File: src/rtl/srp_pkg.sv
// Shared constants and types for the sensor serial register port.
package srp_pkg;

    // ------------------------------------------------------------------
    // Bus addressing and byte layout
    // ------------------------------------------------------------------
    localparam logic [6:0] TARGET_ADDR_DFLT = 7'h5F;
    localparam logic [4:0] MCODE_PREFIX = 5'h01;
    localparam int BYTE_BITS = 8;
    localparam int DIR_BIT = 0;
    localparam int PTR_INC_BIT = 7;
    localparam logic [6:0] PTR_RST = 7'h00;
    localparam logic [7:0] TX_RST = 8'hFF;

    // ------------------------------------------------------------------
    // Timing: fast mode SCL phases against the core clock
    // ------------------------------------------------------------------
    localparam int CLK_PERIOD_NS = 100;
    localparam int SCL_LOW_MIN_NS = 1300;
    localparam int SCL_HIGH_MIN_NS = 600;
    localparam int SCL_LOW_MIN_CYC = (SCL_LOW_MIN_NS + CLK_PERIOD_NS - 1) / CLK_PERIOD_NS;
    localparam int SCL_HIGH_MIN_CYC = (SCL_HIGH_MIN_NS + CLK_PERIOD_NS - 1) / CLK_PERIOD_NS;
    localparam int EDGE_LAT_CYC = 3;

    // ------------------------------------------------------------------
    // Protocol states and byte kinds
    // ------------------------------------------------------------------
    typedef enum logic [2:0] {
        S_IDLE = 3'b000,
        S_RX = 3'b001,
        S_ACK = 3'b010,
        S_NACK = 3'b011,
        S_LOAD = 3'b100,
        S_TX = 3'b101,
        S_MACK = 3'b110,
        S_IGNORE = 3'b111
    } srp_state_t;

    typedef enum logic [1:0] {
        K_ADDR = 2'b00,
        K_PTR = 2'b01,
        K_DATA = 2'b10
    } srp_kind_t;

endpackage

File: src/rtl/srp_line_monitor.sv
// Pin synchroniser and START, STOP and SCL edge detector.
`timescale 1ns/100ps
module srp_line_monitor (
    input wire logic clk_i,
    input wire logic nrst_i,
    input wire logic scl_i,
    input wire logic sda_i,
    input wire logic sel_i,
    output logic scl_s_o,
    output logic sda_s_o,
    output logic sel_s_o,
    output logic scl_rise_o,
    output logic scl_fall_o,
    output logic start_o,
    output logic stop_o
);

    // ------------------------------------------------------------------
    // Two-stage synchroniser plus one history stage
    // ------------------------------------------------------------------
    // Bit 0 is SCL, bit 1 is SDA, bit 2 is the interface select.
    logic [2:0] meta_r;
    logic [2:0] sync_r;
    logic [2:0] prev_r;
    logic [2:0] meta_nxt;
    logic [2:0] sync_nxt;
    logic [2:0] prev_nxt;

    // The first stage feeds only the second; all decoding uses later stages.
    always_comb begin
        meta_nxt = {sel_i, sda_i, scl_i};
        sync_nxt = meta_r;
        prev_nxt = sync_r;
    end

    // Lines idle high, and an open select pin reads as I2C.
    always_ff @(posedge clk_i or negedge nrst_i) begin
        if (!nrst_i) begin
            meta_r <= 3'h7;
            sync_r <= 3'h7;
            prev_r <= 3'h7;
        end else begin
            meta_r <= meta_nxt;
            sync_r <= sync_nxt;
            prev_r <= prev_nxt;
        end
    end

    // ------------------------------------------------------------------
    // Condition decoding
    // ------------------------------------------------------------------
    // START and STOP need SCL high in both samples around the SDA edge.
    assign scl_s_o = sync_r[0];
    assign sda_s_o = sync_r[1];
    assign sel_s_o = sync_r[2];
    assign scl_rise_o = sync_r[0] & ~prev_r[0];
    assign scl_fall_o = ~sync_r[0] & prev_r[0];
    assign start_o = sync_r[0] & prev_r[0] & prev_r[1] & ~sync_r[1];
    assign stop_o = sync_r[0] & prev_r[0] & ~prev_r[1] & sync_r[1];

endmodule

File: src/rtl/srp_rx_shifter.sv
// Receive shift register with bit counter, MSB first.
`timescale 1ns/100ps
module srp_rx_shifter #(
    parameter int W = 8
) (
    input wire logic clk_i,
    input wire logic nrst_i,
    input wire logic clear_i,
    input wire logic sample_i,
    input wire logic bit_i,
    output logic [W-1:0] byte_o,
    output logic full_o
);

    localparam int CW = $clog2(W + 1);

    // ------------------------------------------------------------------
    // Elaboration check
    // ------------------------------------------------------------------
    if (W < 2) begin : g_bad_width
        $error("Shifter width must be at least two bits.");
    end

    logic [W-1:0] shift_r;
    logic [W-1:0] shift_nxt;
    logic [CW-1:0] cnt_r;
    logic [CW-1:0] cnt_nxt;

    // Shift in at the low end so the first bit ends at the top.
    always_comb begin
        shift_nxt = shift_r;
        cnt_nxt = cnt_r;
        if (clear_i) begin
            cnt_nxt = '0;
        end else if (sample_i && !full_o) begin
            shift_nxt = {shift_r[W-2:0], bit_i};
            cnt_nxt = CW'(cnt_r + 1'b1);
        end
    end

    // Register the shift state.
    always_ff @(posedge clk_i or negedge nrst_i) begin
        if (!nrst_i) begin
            shift_r <= '0;
            cnt_r <= '0;
        end else begin
            shift_r <= shift_nxt;
            cnt_r <= cnt_nxt;
        end
    end

    assign byte_o = shift_r;
    assign full_o = (cnt_r == CW'(W));

endmodule

File: src/rtl/srp_i2c_port.sv
// I2C target register port of the sensor, with pointer and auto-increment.
//
// Contract
// [RL1] Select high or open: I2C; low: SPI.
// [RL2] SDA fall, SCL high: START, bus busy.
// [RL3] First byte: seven address bits, direction.
// [RL4] Own address 1011111; BEh write, BFh read.
// [RL5] Receiver holds SDA low through acknowledge high.
// [RL6] Acknowledge every byte received once addressed.
// [RL7] Pointer byte: low seven address, top increment.
// [RL8] Top bit set advances address each byte.
// [RL9] Write: address, pointer, data bytes, STOP.
// [RL10] Read: pointer, repeated START, data, final NACK.
// [RL11] Bytes are eight bits, MSB first, unlimited.
// [RL12] Receiver may hold SCL low to wait.
// [RL13] Unaccepted address leaves SDA high.
// [RL14] SDA rise, SCL high: STOP ends transaction.
// [RL15] Works at standard and fast mode clocks.
// [RL16] Master code never acknowledged, not an address.
// [RL17] High-speed mode lasts until the STOP.
// [RL18] Mismatch: release SDA until next START.
`timescale 1ns/100ps
module srp_i2c_port #(
    parameter logic [6:0] TARGET_ADDR = srp_pkg::TARGET_ADDR_DFLT
) (
    input wire logic core_clk_i,
    input wire logic nrst_i,
    input wire logic if_sel_i,
    input wire logic scl_i,
    output logic scl_o,
    output logic scl_oe_o,
    input wire logic sda_i,
    output logic sda_o,
    output logic sda_oe_o,
    output logic [6:0] reg_addr_o,
    output logic [7:0] reg_wdata_o,
    output logic reg_wr_o,
    output logic reg_rd_o,
    input wire logic [7:0] reg_rdata_i,
    input wire logic reg_ready_i,
    output logic busy_o,
    output logic hs_mode_o
);

    // ------------------------------------------------------------------
    // Elaboration checks
    // ------------------------------------------------------------------
    // The edge detector must see each SCL phase well inside its minimum width.
    if (srp_pkg::EDGE_LAT_CYC >= srp_pkg::SCL_HIGH_MIN_CYC) begin : g_bad_timing // [RL15]
        $error("Core clock too slow for fast-mode SCL phases.");
    end
    if (TARGET_ADDR[6:2] == srp_pkg::MCODE_PREFIX) begin : g_bad_addr
        $error("Target address collides with the master code range.");
    end

    // ------------------------------------------------------------------
    // Line monitor and receive shifter
    // ------------------------------------------------------------------
    logic scl_s;
    logic sda_s;
    logic sel_s;
    logic scl_rise;
    logic scl_fall;
    logic start_det;
    logic stop_det;
    logic rx_clear;
    logic rx_sample;
    logic [7:0] rx_byte;
    logic rx_full;

    srp_line_monitor u_mon (
        .clk_i(core_clk_i),
        .nrst_i(nrst_i),
        .scl_i(scl_i),
        .sda_i(sda_i),
        .sel_i(if_sel_i),
        .scl_s_o(scl_s),
        .sda_s_o(sda_s),
        .sel_s_o(sel_s),
        .scl_rise_o(scl_rise),
        .scl_fall_o(scl_fall),
        .start_o(start_det),
        .stop_o(stop_det)
    );

    srp_rx_shifter #(
        .W(srp_pkg::BYTE_BITS)
    ) u_rx (
        .clk_i(core_clk_i),
        .nrst_i(nrst_i),
        .clear_i(rx_clear),
        .sample_i(rx_sample),
        .bit_i(sda_s),
        .byte_o(rx_byte),
        .full_o(rx_full)
    );

    // ------------------------------------------------------------------
    // Protocol state
    // ------------------------------------------------------------------
    srp_pkg::srp_state_t state_r;
    srp_pkg::srp_state_t state_nxt;
    srp_pkg::srp_kind_t kind_r;
    srp_pkg::srp_kind_t kind_nxt;
    logic dir_r;
    logic dir_nxt;
    logic [6:0] ptr_r;
    logic [6:0] ptr_nxt;
    logic inc_r;
    logic inc_nxt;
    logic [7:0] tx_r;
    logic [7:0] tx_nxt;
    logic [2:0] txcnt_r;
    logic [2:0] txcnt_nxt;
    logic wait_r;
    logic wait_nxt;
    logic mack_r;
    logic mack_nxt;
    logic sda_oe_r;
    logic sda_oe_nxt;
    logic wr_r;
    logic wr_nxt;
    logic rd_r;
    logic rd_nxt;
    logic [7:0] wdata_r;
    logic [7:0] wdata_nxt;
    logic busy_r;
    logic busy_nxt;
    logic hs_r;
    logic hs_nxt;

    // Next-state logic: bits are taken on SCL rise and SDA moves only after SCL fall.
    always_comb begin
        state_nxt = state_r;
        kind_nxt = kind_r;
        dir_nxt = dir_r;
        ptr_nxt = ptr_r;
        inc_nxt = inc_r;
        tx_nxt = tx_r;
        txcnt_nxt = txcnt_r;
        wait_nxt = wait_r;
        mack_nxt = mack_r;
        wr_nxt = 1'b0;
        rd_nxt = 1'b0;
        wdata_nxt = wdata_r;
        busy_nxt = busy_r;
        hs_nxt = hs_r;
        rx_clear = 1'b0;
        rx_sample = 1'b0;
        // Clock stretch ends when the register side answers. [RL12]
        if (wait_r && reg_ready_i) begin
            wait_nxt = 1'b0;
            if (state_r == srp_pkg::S_LOAD) begin
                tx_nxt = reg_rdata_i;
                txcnt_nxt = 3'h0;
                state_nxt = srp_pkg::S_TX;
            end
        end
        case (state_r)
            srp_pkg::S_RX: begin
                if (scl_rise && !rx_full) begin
                    rx_sample = 1'b1; // [RL11]
                end else if (scl_fall && rx_full) begin
                    case (kind_r)
                        srp_pkg::K_ADDR: begin
                            if (rx_byte[7:3] == srp_pkg::MCODE_PREFIX) begin
                                hs_nxt = 1'b1; // [RL16] [RL17]
                                state_nxt = srp_pkg::S_NACK;
                            end else if (rx_byte[7:1] == TARGET_ADDR) begin
                                dir_nxt = rx_byte[srp_pkg::DIR_BIT]; // [RL3] [RL4]
                                state_nxt = srp_pkg::S_ACK; // [RL6]
                            end else begin
                                state_nxt = srp_pkg::S_IGNORE; // [RL13] [RL18]
                            end
                        end
                        srp_pkg::K_PTR: begin
                            ptr_nxt = rx_byte[6:0]; // [RL7]
                            inc_nxt = rx_byte[srp_pkg::PTR_INC_BIT]; // [RL8]
                            state_nxt = srp_pkg::S_ACK; // [RL6]
                        end
                        default: begin
                            wr_nxt = 1'b1; // [RL9]
                            wdata_nxt = rx_byte;
                            wait_nxt = 1'b1; // [RL12]
                            state_nxt = srp_pkg::S_ACK; // [RL6]
                        end
                    endcase
                end
            end
            srp_pkg::S_ACK: begin
                if (scl_fall) begin
                    rx_clear = 1'b1;
                    if (kind_r == srp_pkg::K_ADDR && dir_r) begin
                        rd_nxt = 1'b1; // [RL10]
                        wait_nxt = 1'b1;
                        state_nxt = srp_pkg::S_LOAD;
                    end else begin
                        state_nxt = srp_pkg::S_RX;
                        kind_nxt = (kind_r == srp_pkg::K_ADDR) ? srp_pkg::K_PTR : srp_pkg::K_DATA;
                        if (kind_r == srp_pkg::K_DATA && inc_r) begin
                            ptr_nxt = ptr_r + 7'h01; // [RL8]
                        end
                    end
                end
            end
            srp_pkg::S_NACK: begin
                if (scl_fall) begin
                    state_nxt = srp_pkg::S_IGNORE;
                end
            end
            srp_pkg::S_TX: begin
                if (scl_fall) begin
                    if (txcnt_r == 3'h7) begin
                        state_nxt = srp_pkg::S_MACK;
                    end else begin
                        tx_nxt = {tx_r[6:0], 1'b1}; // [RL11]
                        txcnt_nxt = txcnt_r + 3'h1;
                    end
                end
            end
            srp_pkg::S_MACK: begin
                if (scl_rise) begin
                    mack_nxt = sda_s;
                end else if (scl_fall) begin
                    if (inc_r) begin
                        ptr_nxt = ptr_r + 7'h01; // [RL8]
                    end
                    if (!mack_r) begin
                        rd_nxt = 1'b1; // [RL10]
                        wait_nxt = 1'b1;
                        state_nxt = srp_pkg::S_LOAD;
                    end else begin
                        state_nxt = srp_pkg::S_IGNORE;
                    end
                end
            end
            srp_pkg::S_IDLE, srp_pkg::S_LOAD, srp_pkg::S_IGNORE: begin
                state_nxt = state_nxt;
            end
            default: begin
                state_nxt = srp_pkg::S_IDLE;
            end
        endcase
        // A START or repeated START reopens address reception while I2C is selected. [RL2] [RL18]
        if (start_det) begin
            state_nxt = srp_pkg::S_RX;
            kind_nxt = srp_pkg::K_ADDR;
            rx_clear = 1'b1;
            busy_nxt = 1'b1;
            wait_nxt = 1'b0;
        end
        // STOP frees the bus and leaves high-speed mode. [RL14] [RL17]
        if (stop_det || !sel_s) begin
            state_nxt = srp_pkg::S_IDLE;
            busy_nxt = 1'b0;
            hs_nxt = 1'b0;
            wait_nxt = 1'b0;
        end
        // Open-drain drive: low for acknowledge and for zero data bits. [RL5] [RL1]
        sda_oe_nxt = (state_nxt == srp_pkg::S_ACK) || (state_nxt == srp_pkg::S_TX && !tx_nxt[7]);
    end

    // Register all protocol state; outputs come straight from these flops.
    always_ff @(posedge core_clk_i or negedge nrst_i) begin
        if (!nrst_i) begin
            state_r <= srp_pkg::S_IDLE;
            kind_r <= srp_pkg::K_ADDR;
            dir_r <= 1'b0;
            ptr_r <= srp_pkg::PTR_RST;
            inc_r <= 1'b0;
            tx_r <= srp_pkg::TX_RST;
            txcnt_r <= 3'h0;
            wait_r <= 1'b0;
            mack_r <= 1'b1;
            sda_oe_r <= 1'b0;
            wr_r <= 1'b0;
            rd_r <= 1'b0;
            wdata_r <= 8'h00;
            busy_r <= 1'b0;
            hs_r <= 1'b0;
        end else begin
            state_r <= state_nxt;
            kind_r <= kind_nxt;
            dir_r <= dir_nxt;
            ptr_r <= ptr_nxt;
            inc_r <= inc_nxt;
            tx_r <= tx_nxt;
            txcnt_r <= txcnt_nxt;
            wait_r <= wait_nxt;
            mack_r <= mack_nxt;
            sda_oe_r <= sda_oe_nxt;
            wr_r <= wr_nxt;
            rd_r <= rd_nxt;
            wdata_r <= wdata_nxt;
            busy_r <= busy_nxt;
            hs_r <= hs_nxt;
        end
    end

    // Both pins are open drain, so the driven level is always low.
    assign scl_o = 1'b0;
    assign sda_o = 1'b0;
    assign scl_oe_o = wait_r;
    assign sda_oe_o = sda_oe_r;
    assign reg_addr_o = ptr_r;
    assign reg_wdata_o = wdata_r;
    assign reg_wr_o = wr_r;
    assign reg_rd_o = rd_r;
    assign busy_o = busy_r;
    assign hs_mode_o = hs_r;
endmodule

File: config.mk
export PLATFORM = sky130hd
export DESIGN_NAME = srp_i2c_port
export DESIGN_NICKNAME = d
export VERILOG_FILES = /design/src/rtl/srp_pkg.sv /design/src/rtl/srp_line_monitor.sv /design/src/rtl/srp_rx_shifter.sv /design/src/rtl/srp_i2c_port.sv
export SDC_FILE = /design/constraint.sdc
export NUM_CORES = 1
export LEC_CHECK = 0
export ABC_AREA = 1
export BUFFER_PORTS_ARGS = -buffer_cell sky130_fd_sc_hd__buf_2
export CORE_MARGIN = 8
export CORE_UTILIZATION = 36
export DETAILED_ROUTE_END_ITERATION = 7
export GPL_TIMING_DRIVEN = 0
export PLACE_DENSITY_LB_ADDON = 0.08
export SLEW_MARGIN = 15
export SYNTH_ARGS = -nofsm -noshare
export SYNTH_HDL_FRONTEND = slang
export SYNTH_HIERARCHICAL = 1
export SYNTH_SLANG_ARGS = --single-unit
File: constraint.sdc
create_clock -name core_clk_i -period 2.6 [get_ports core_clk_i]
set_input_delay 0.39 -clock core_clk_i [delete_from_list [all_inputs] [get_ports core_clk_i]]
set_output_delay 0.39 -clock core_clk_i [all_outputs]
set_load 0.1 [all_outputs]
==> summary.log <==
qor: power_and_ir_drop.pwr-share-clk 40.4%
qor: power_and_ir_drop.p_int 1638 µW
qor: sta.slew_headroom 52.11%
qor: clock_tree.clk_latency 340 ps
qor: sta.timing.final.crit_share 84.96%
qor: critical_path.worstSetupStartpointType register
qor: critical_path.critical_path.slowest_cell nor3_1
qor: place.dpl-instance-area 3400 µm²
qor: sta.finalHoldViolCount 0
qor: drt.drt_drc_violations_left 0
qor: logic_synthesis.netlist-cell-type-count 37
qor: sta.fmax 0.4527 GHz
qor: clock_tree.cts.reportedPaths.clkPinSlew 70 ps
qor: global_routing.use_met3 3.748%
qor: place.placedCellCount 516
qor: critical_path.cp_num_buf_inv 3
qor: floorplan.core_area 8258 µm²
qor: global_routing.globalRoute.totalOverflow 0
qor: logic_synthesis.synth.yosys.seq_area_share 49.57%
qor: logic_synthesis.number_of_standard_cells_after_synthesis 375
qor: floorplan.initial_standard_cell_utilization_of_the_core 37.20%
qor: sta.worst_slew_pin_slew 712.9 ps
qor: logic_synthesis.netlist_top_cells_area dfrtp_1 35%, dfstp_2 15%, nand2_1 13%, nor2_1 5.5%, inv_1 4.9%
qor: power_and_ir_drop.swShare 28.51%
qor: drt.vias 2,503
qor: logic_synthesis.async_reset_ff_share 100.0%
qor: critical_path.timing.rr.end u_rx/byte_o[7]
qor: clock_tree.post_cts.repair.setup_buffers 0
qor: clock_tree.tritoncts.num_buffers 9
qor: critical_path.logic_depth_of_the_worst_register_to_register_path 9
qor: logic_synthesis.postSynth.topFlopCell dfrtp_1
qor: clock_tree.cts_sinks 60
qor: logic_synthesis.synth_enable_flop_cells 0
qor: global_routing.grt_first_pass_wirelength 11,790 µm
qor: drt.detail_route.iter0.violations 122
qor: power_and_ir_drop.seqPwrFrac 45.7%
qor: logic_synthesis.synth_top_cells_by_count 110 x nand2_1, 45 x nor2_1, 43 x dfrtp_1
qor: clock_tree.ctsLongestPathBuffers 2
qor: place.place.port_buffers 34
qor: logic_synthesis.synth_top_cell_by_area dfrtp_1
qor: critical_path.cp_slowest_stage_delay 590 ps
qor: global_routing.antenna_found_initial 0
qor: place.finalWeightedCongestion 0.8792
qor: place.hpwlAfterDp 5024 µm
qor: clock_tree.cts_tree yes
qor: drt.first_pass_iters 4
qor: critical_path.path_class reg2reg
qor: hold_path.hold_start if_sel_i
qor: power_and_ir_drop.total_switching_power 653.0 µW
qor: run.maxCapViolCount 0
qor: power_and_ir_drop.power.share.combinational 13.8%
qor: critical_path.path_delay_family simple AND/OR/NAND/NOR gates
qor: drt.wire_per_inst 12.82 µm
qor: clock_tree.cts-htree-levels 3
qor: logic_synthesis.ys_warn_count 6
qor: logic_synthesis.synthMostInstantiatedCell nand2_1
qor: global_routing.grt_pass1_vias 2,514
qor: finish.fin_nets 442
qor: sta.final_period_minus_worst_setup_slack 2209 ps
qor: floorplan.die_x 108.4 µm
qor: clock_tree.cts-root-buf clkbuf_8
qor: floorplan.rows 33
qor: power_and_ir_drop.max-vdd-ir-drop 0.2918 mV
qor: logic_synthesis.syn_area 3072 µm²
qor: logic_synthesis.avgSynthCellArea 8.191 µm²
qor: hold_path.hold_path_end u_mon/meta_r[2]
qor: critical_path.critPathRequiredTime 2830 ps
qor: finish.finish.instance_area 3626 µm²
qor: critical_path.crit_chain inv_1, ha_1, nand3b_4, buf_6, inv_1, nor3_1, nand3_2, nand2_1, nand2_1
qor: hold_path.timing.hold.worst_path_depth 1
qor: critical_path.worst_r2r_startpoint u_rx/cnt_r[0]
qor: hold_path.worst_hold_path_type in2reg
qor: global_routing.globalRouteMet1Util 16.84%
qor: floorplan.chipHeight 108.4 µm
qor: critical_path.critical_path.max_fanout 10
qor: logic_synthesis.postSynthRegisterBits 60
qor: floorplan.floorplan.io_pins 37
qor: sta.finClkSkew 12.43 ps
qor: power_and_ir_drop.power_density 631.8 nW/µm²
qor: power_and_ir_drop.power.leakage 0.001912 µW
qor: sta.finalMaxSlewViolations 0
qor: finish.post_layout_nonfiller_instances 533
qor: sta.report.final.setup_viol 0
qor: global_routing.grt_start_max_net_pins 37
qor: critical_path.worst_ep_arrival_time 2440 ps
qor: sta.setup_total_negative_slack 0 ps
qor: finish.antennaDiodeCount 0
qor: critical_path.regToRegSetupSlack 390 ps
qor: global_routing.globalRouteTotalUtil 12.69%
qor: global_routing.global_route.usage.met2 18.44%
qor: drt.wl 6833 µm
qor: drt.routed_via_density 4.696
qor: finish.areaGrowthSynthToFinish 18.04%
qor: logic_synthesis.yosysTopAreaCellShare 35.03%
qor: global_routing.grt.busiest_layer met2
qor: sta.rsz0062_at_grt no
qor: drt.ant_nets 0
qor: status.run_status complete, no violations
qor: finish.ratio_of_cells_with_drive_above_1_in_the_final_layout 24.53%
qor: critical_path.worstSetupPathDepth 9
qor: critical_path.critPathCaptureType register
qor: floorplan.die_area 11,740 µm²
[cell usage in the layout (no fill, tap or decap), types with 2 or more instances in the layout]
cell type and n:
buf_6 4, o21ai_0 22, bufinv_16 2, nor2_1 45
buf_2 35, dfrtp_1 43, buf_4 4, ha_1 5
a22o_1 2, o21ai_2 8, conb_1 2, nand2_2 7
nor3_1 2, nand2_1 110, dfstp_2 17, clkbuf_8 10
inv_1 40, xnor2_1 2, a21oi_1 7, nand4_1 11
inv_2 5, nand3_1 18, nor2_2 2, clkinv_2 3
o31ai_1 2, xor2_1 3
[flip-flops by register name, indices dropped and copies added (netlist names), 2 cells and up]
| register | flops |
|---|---|
| u_rx/cnt_r | 4 |
| reg_addr_o | 7 |
| kind_r | 2 |
| state_r | 3 |
| u_mon/prev_nxt | 3 |
| u_mon/meta_r | 3 |
| txcnt_r | 3 |
| u_rx/byte_o | 8 |
| reg_wdata_o | 8 |
| u_mon/prev_r | 2 |
| tx_r | 8 |
[kinds of logic after synthesis]
group,after synthesis,synth area share [%]
AO/OA/AOI/OAI,47,9.532
buffers and inverters,56,8.350
AND/OR/NAND/NOR,201,28.96
adder cells (fa/ha/maj),5,2.037
flip-flops,60,49.57
other,1,0.1221
XOR/XNOR,5,1.426
[worst register-to-register path, stage by stage, from the launching register on]
cell	delay, ps
dfrtp_1	400
inv_1	80
ha_1	250
nand3b_4	120
buf_6	140
inv_1	60
nor3_1	590
nand3_2	290
nand2_1	130
nand2_1	50
[routing by layer]
layer	vias to the layer above	wire length, µm	share of wire (%)
li1	1283	-	-
met1	1154	3488	51
met2	55	2839	42
met3	11	368	5.4
met4	0	136	2.0
met5	-	0	0
[worst max-delay path by stage]
stage	to	slack, ps	from
6_report	u_rx/byte_o[7]	390	u_rx/cnt_r[0]
3_3_place_gp	reg_wdata_o[6]	370	u_mon/prev_r[0]
4_1_cts	u_rx/byte_o[7]	380	u_rx/cnt_r[0]
3_5_place_dp	u_rx/byte_o[7]	390	u_rx/cnt_r[0]
5_1_grt	u_rx/byte_o[3]	130	u_rx/cnt_r[0]
2_1_floorplan	reg_addr_o[6]	570	reg_addr_o[0]
[timing repair]
action	in CTS	in global routing
resized for setup	0	0
endpoints found under the hold margin	14	0
hold buffers	1	0
endpoints found under the setup margin	0	0
[area by class of cell]
class / instances / area [µm²]
fillers: 845 / 4632
flip-flops and latches: 60 / 1523
multi-input cells: 260 / 1296
repair buffers: 36 / 202.7
inverters: 47 / 178.9
clock buffers: 11 / 141.4
well taps: 105 / 131.4
plain buffers: 9 / 77.57
clock inverters: 5 / 75.07
[power by group through the flow]
stage	clock network, µW	logic [µW]	registers [µW]
3_5_place_dp	0	319	1060
2_1_floorplan	0	152	1140
5_1_grt	1000	352	1060
4_1_cts	956	322	1050
6_report	926	316	1050
3_3_place_gp	0	314	1060
[stage by stage]
step / utilization [%] / total power [µW] / worst slack [ps] / hold WS, ps
CTS: 43.91 / 2325 / 375.2 / 130.8
global placement: 40.89 / 1377 / 374.6 / 345.4
finish: 43.91 / 2291 / 391.0 / 146.8
floorplan: - / 1289 / 566.3 / 94.41
global route: 43.91 / 2413 / 130.6 / 121.4
detailed placement: 41.17 / 1384 / 391.7 / 324.7
Note: power is estimated with default switching activity, not from simulation.
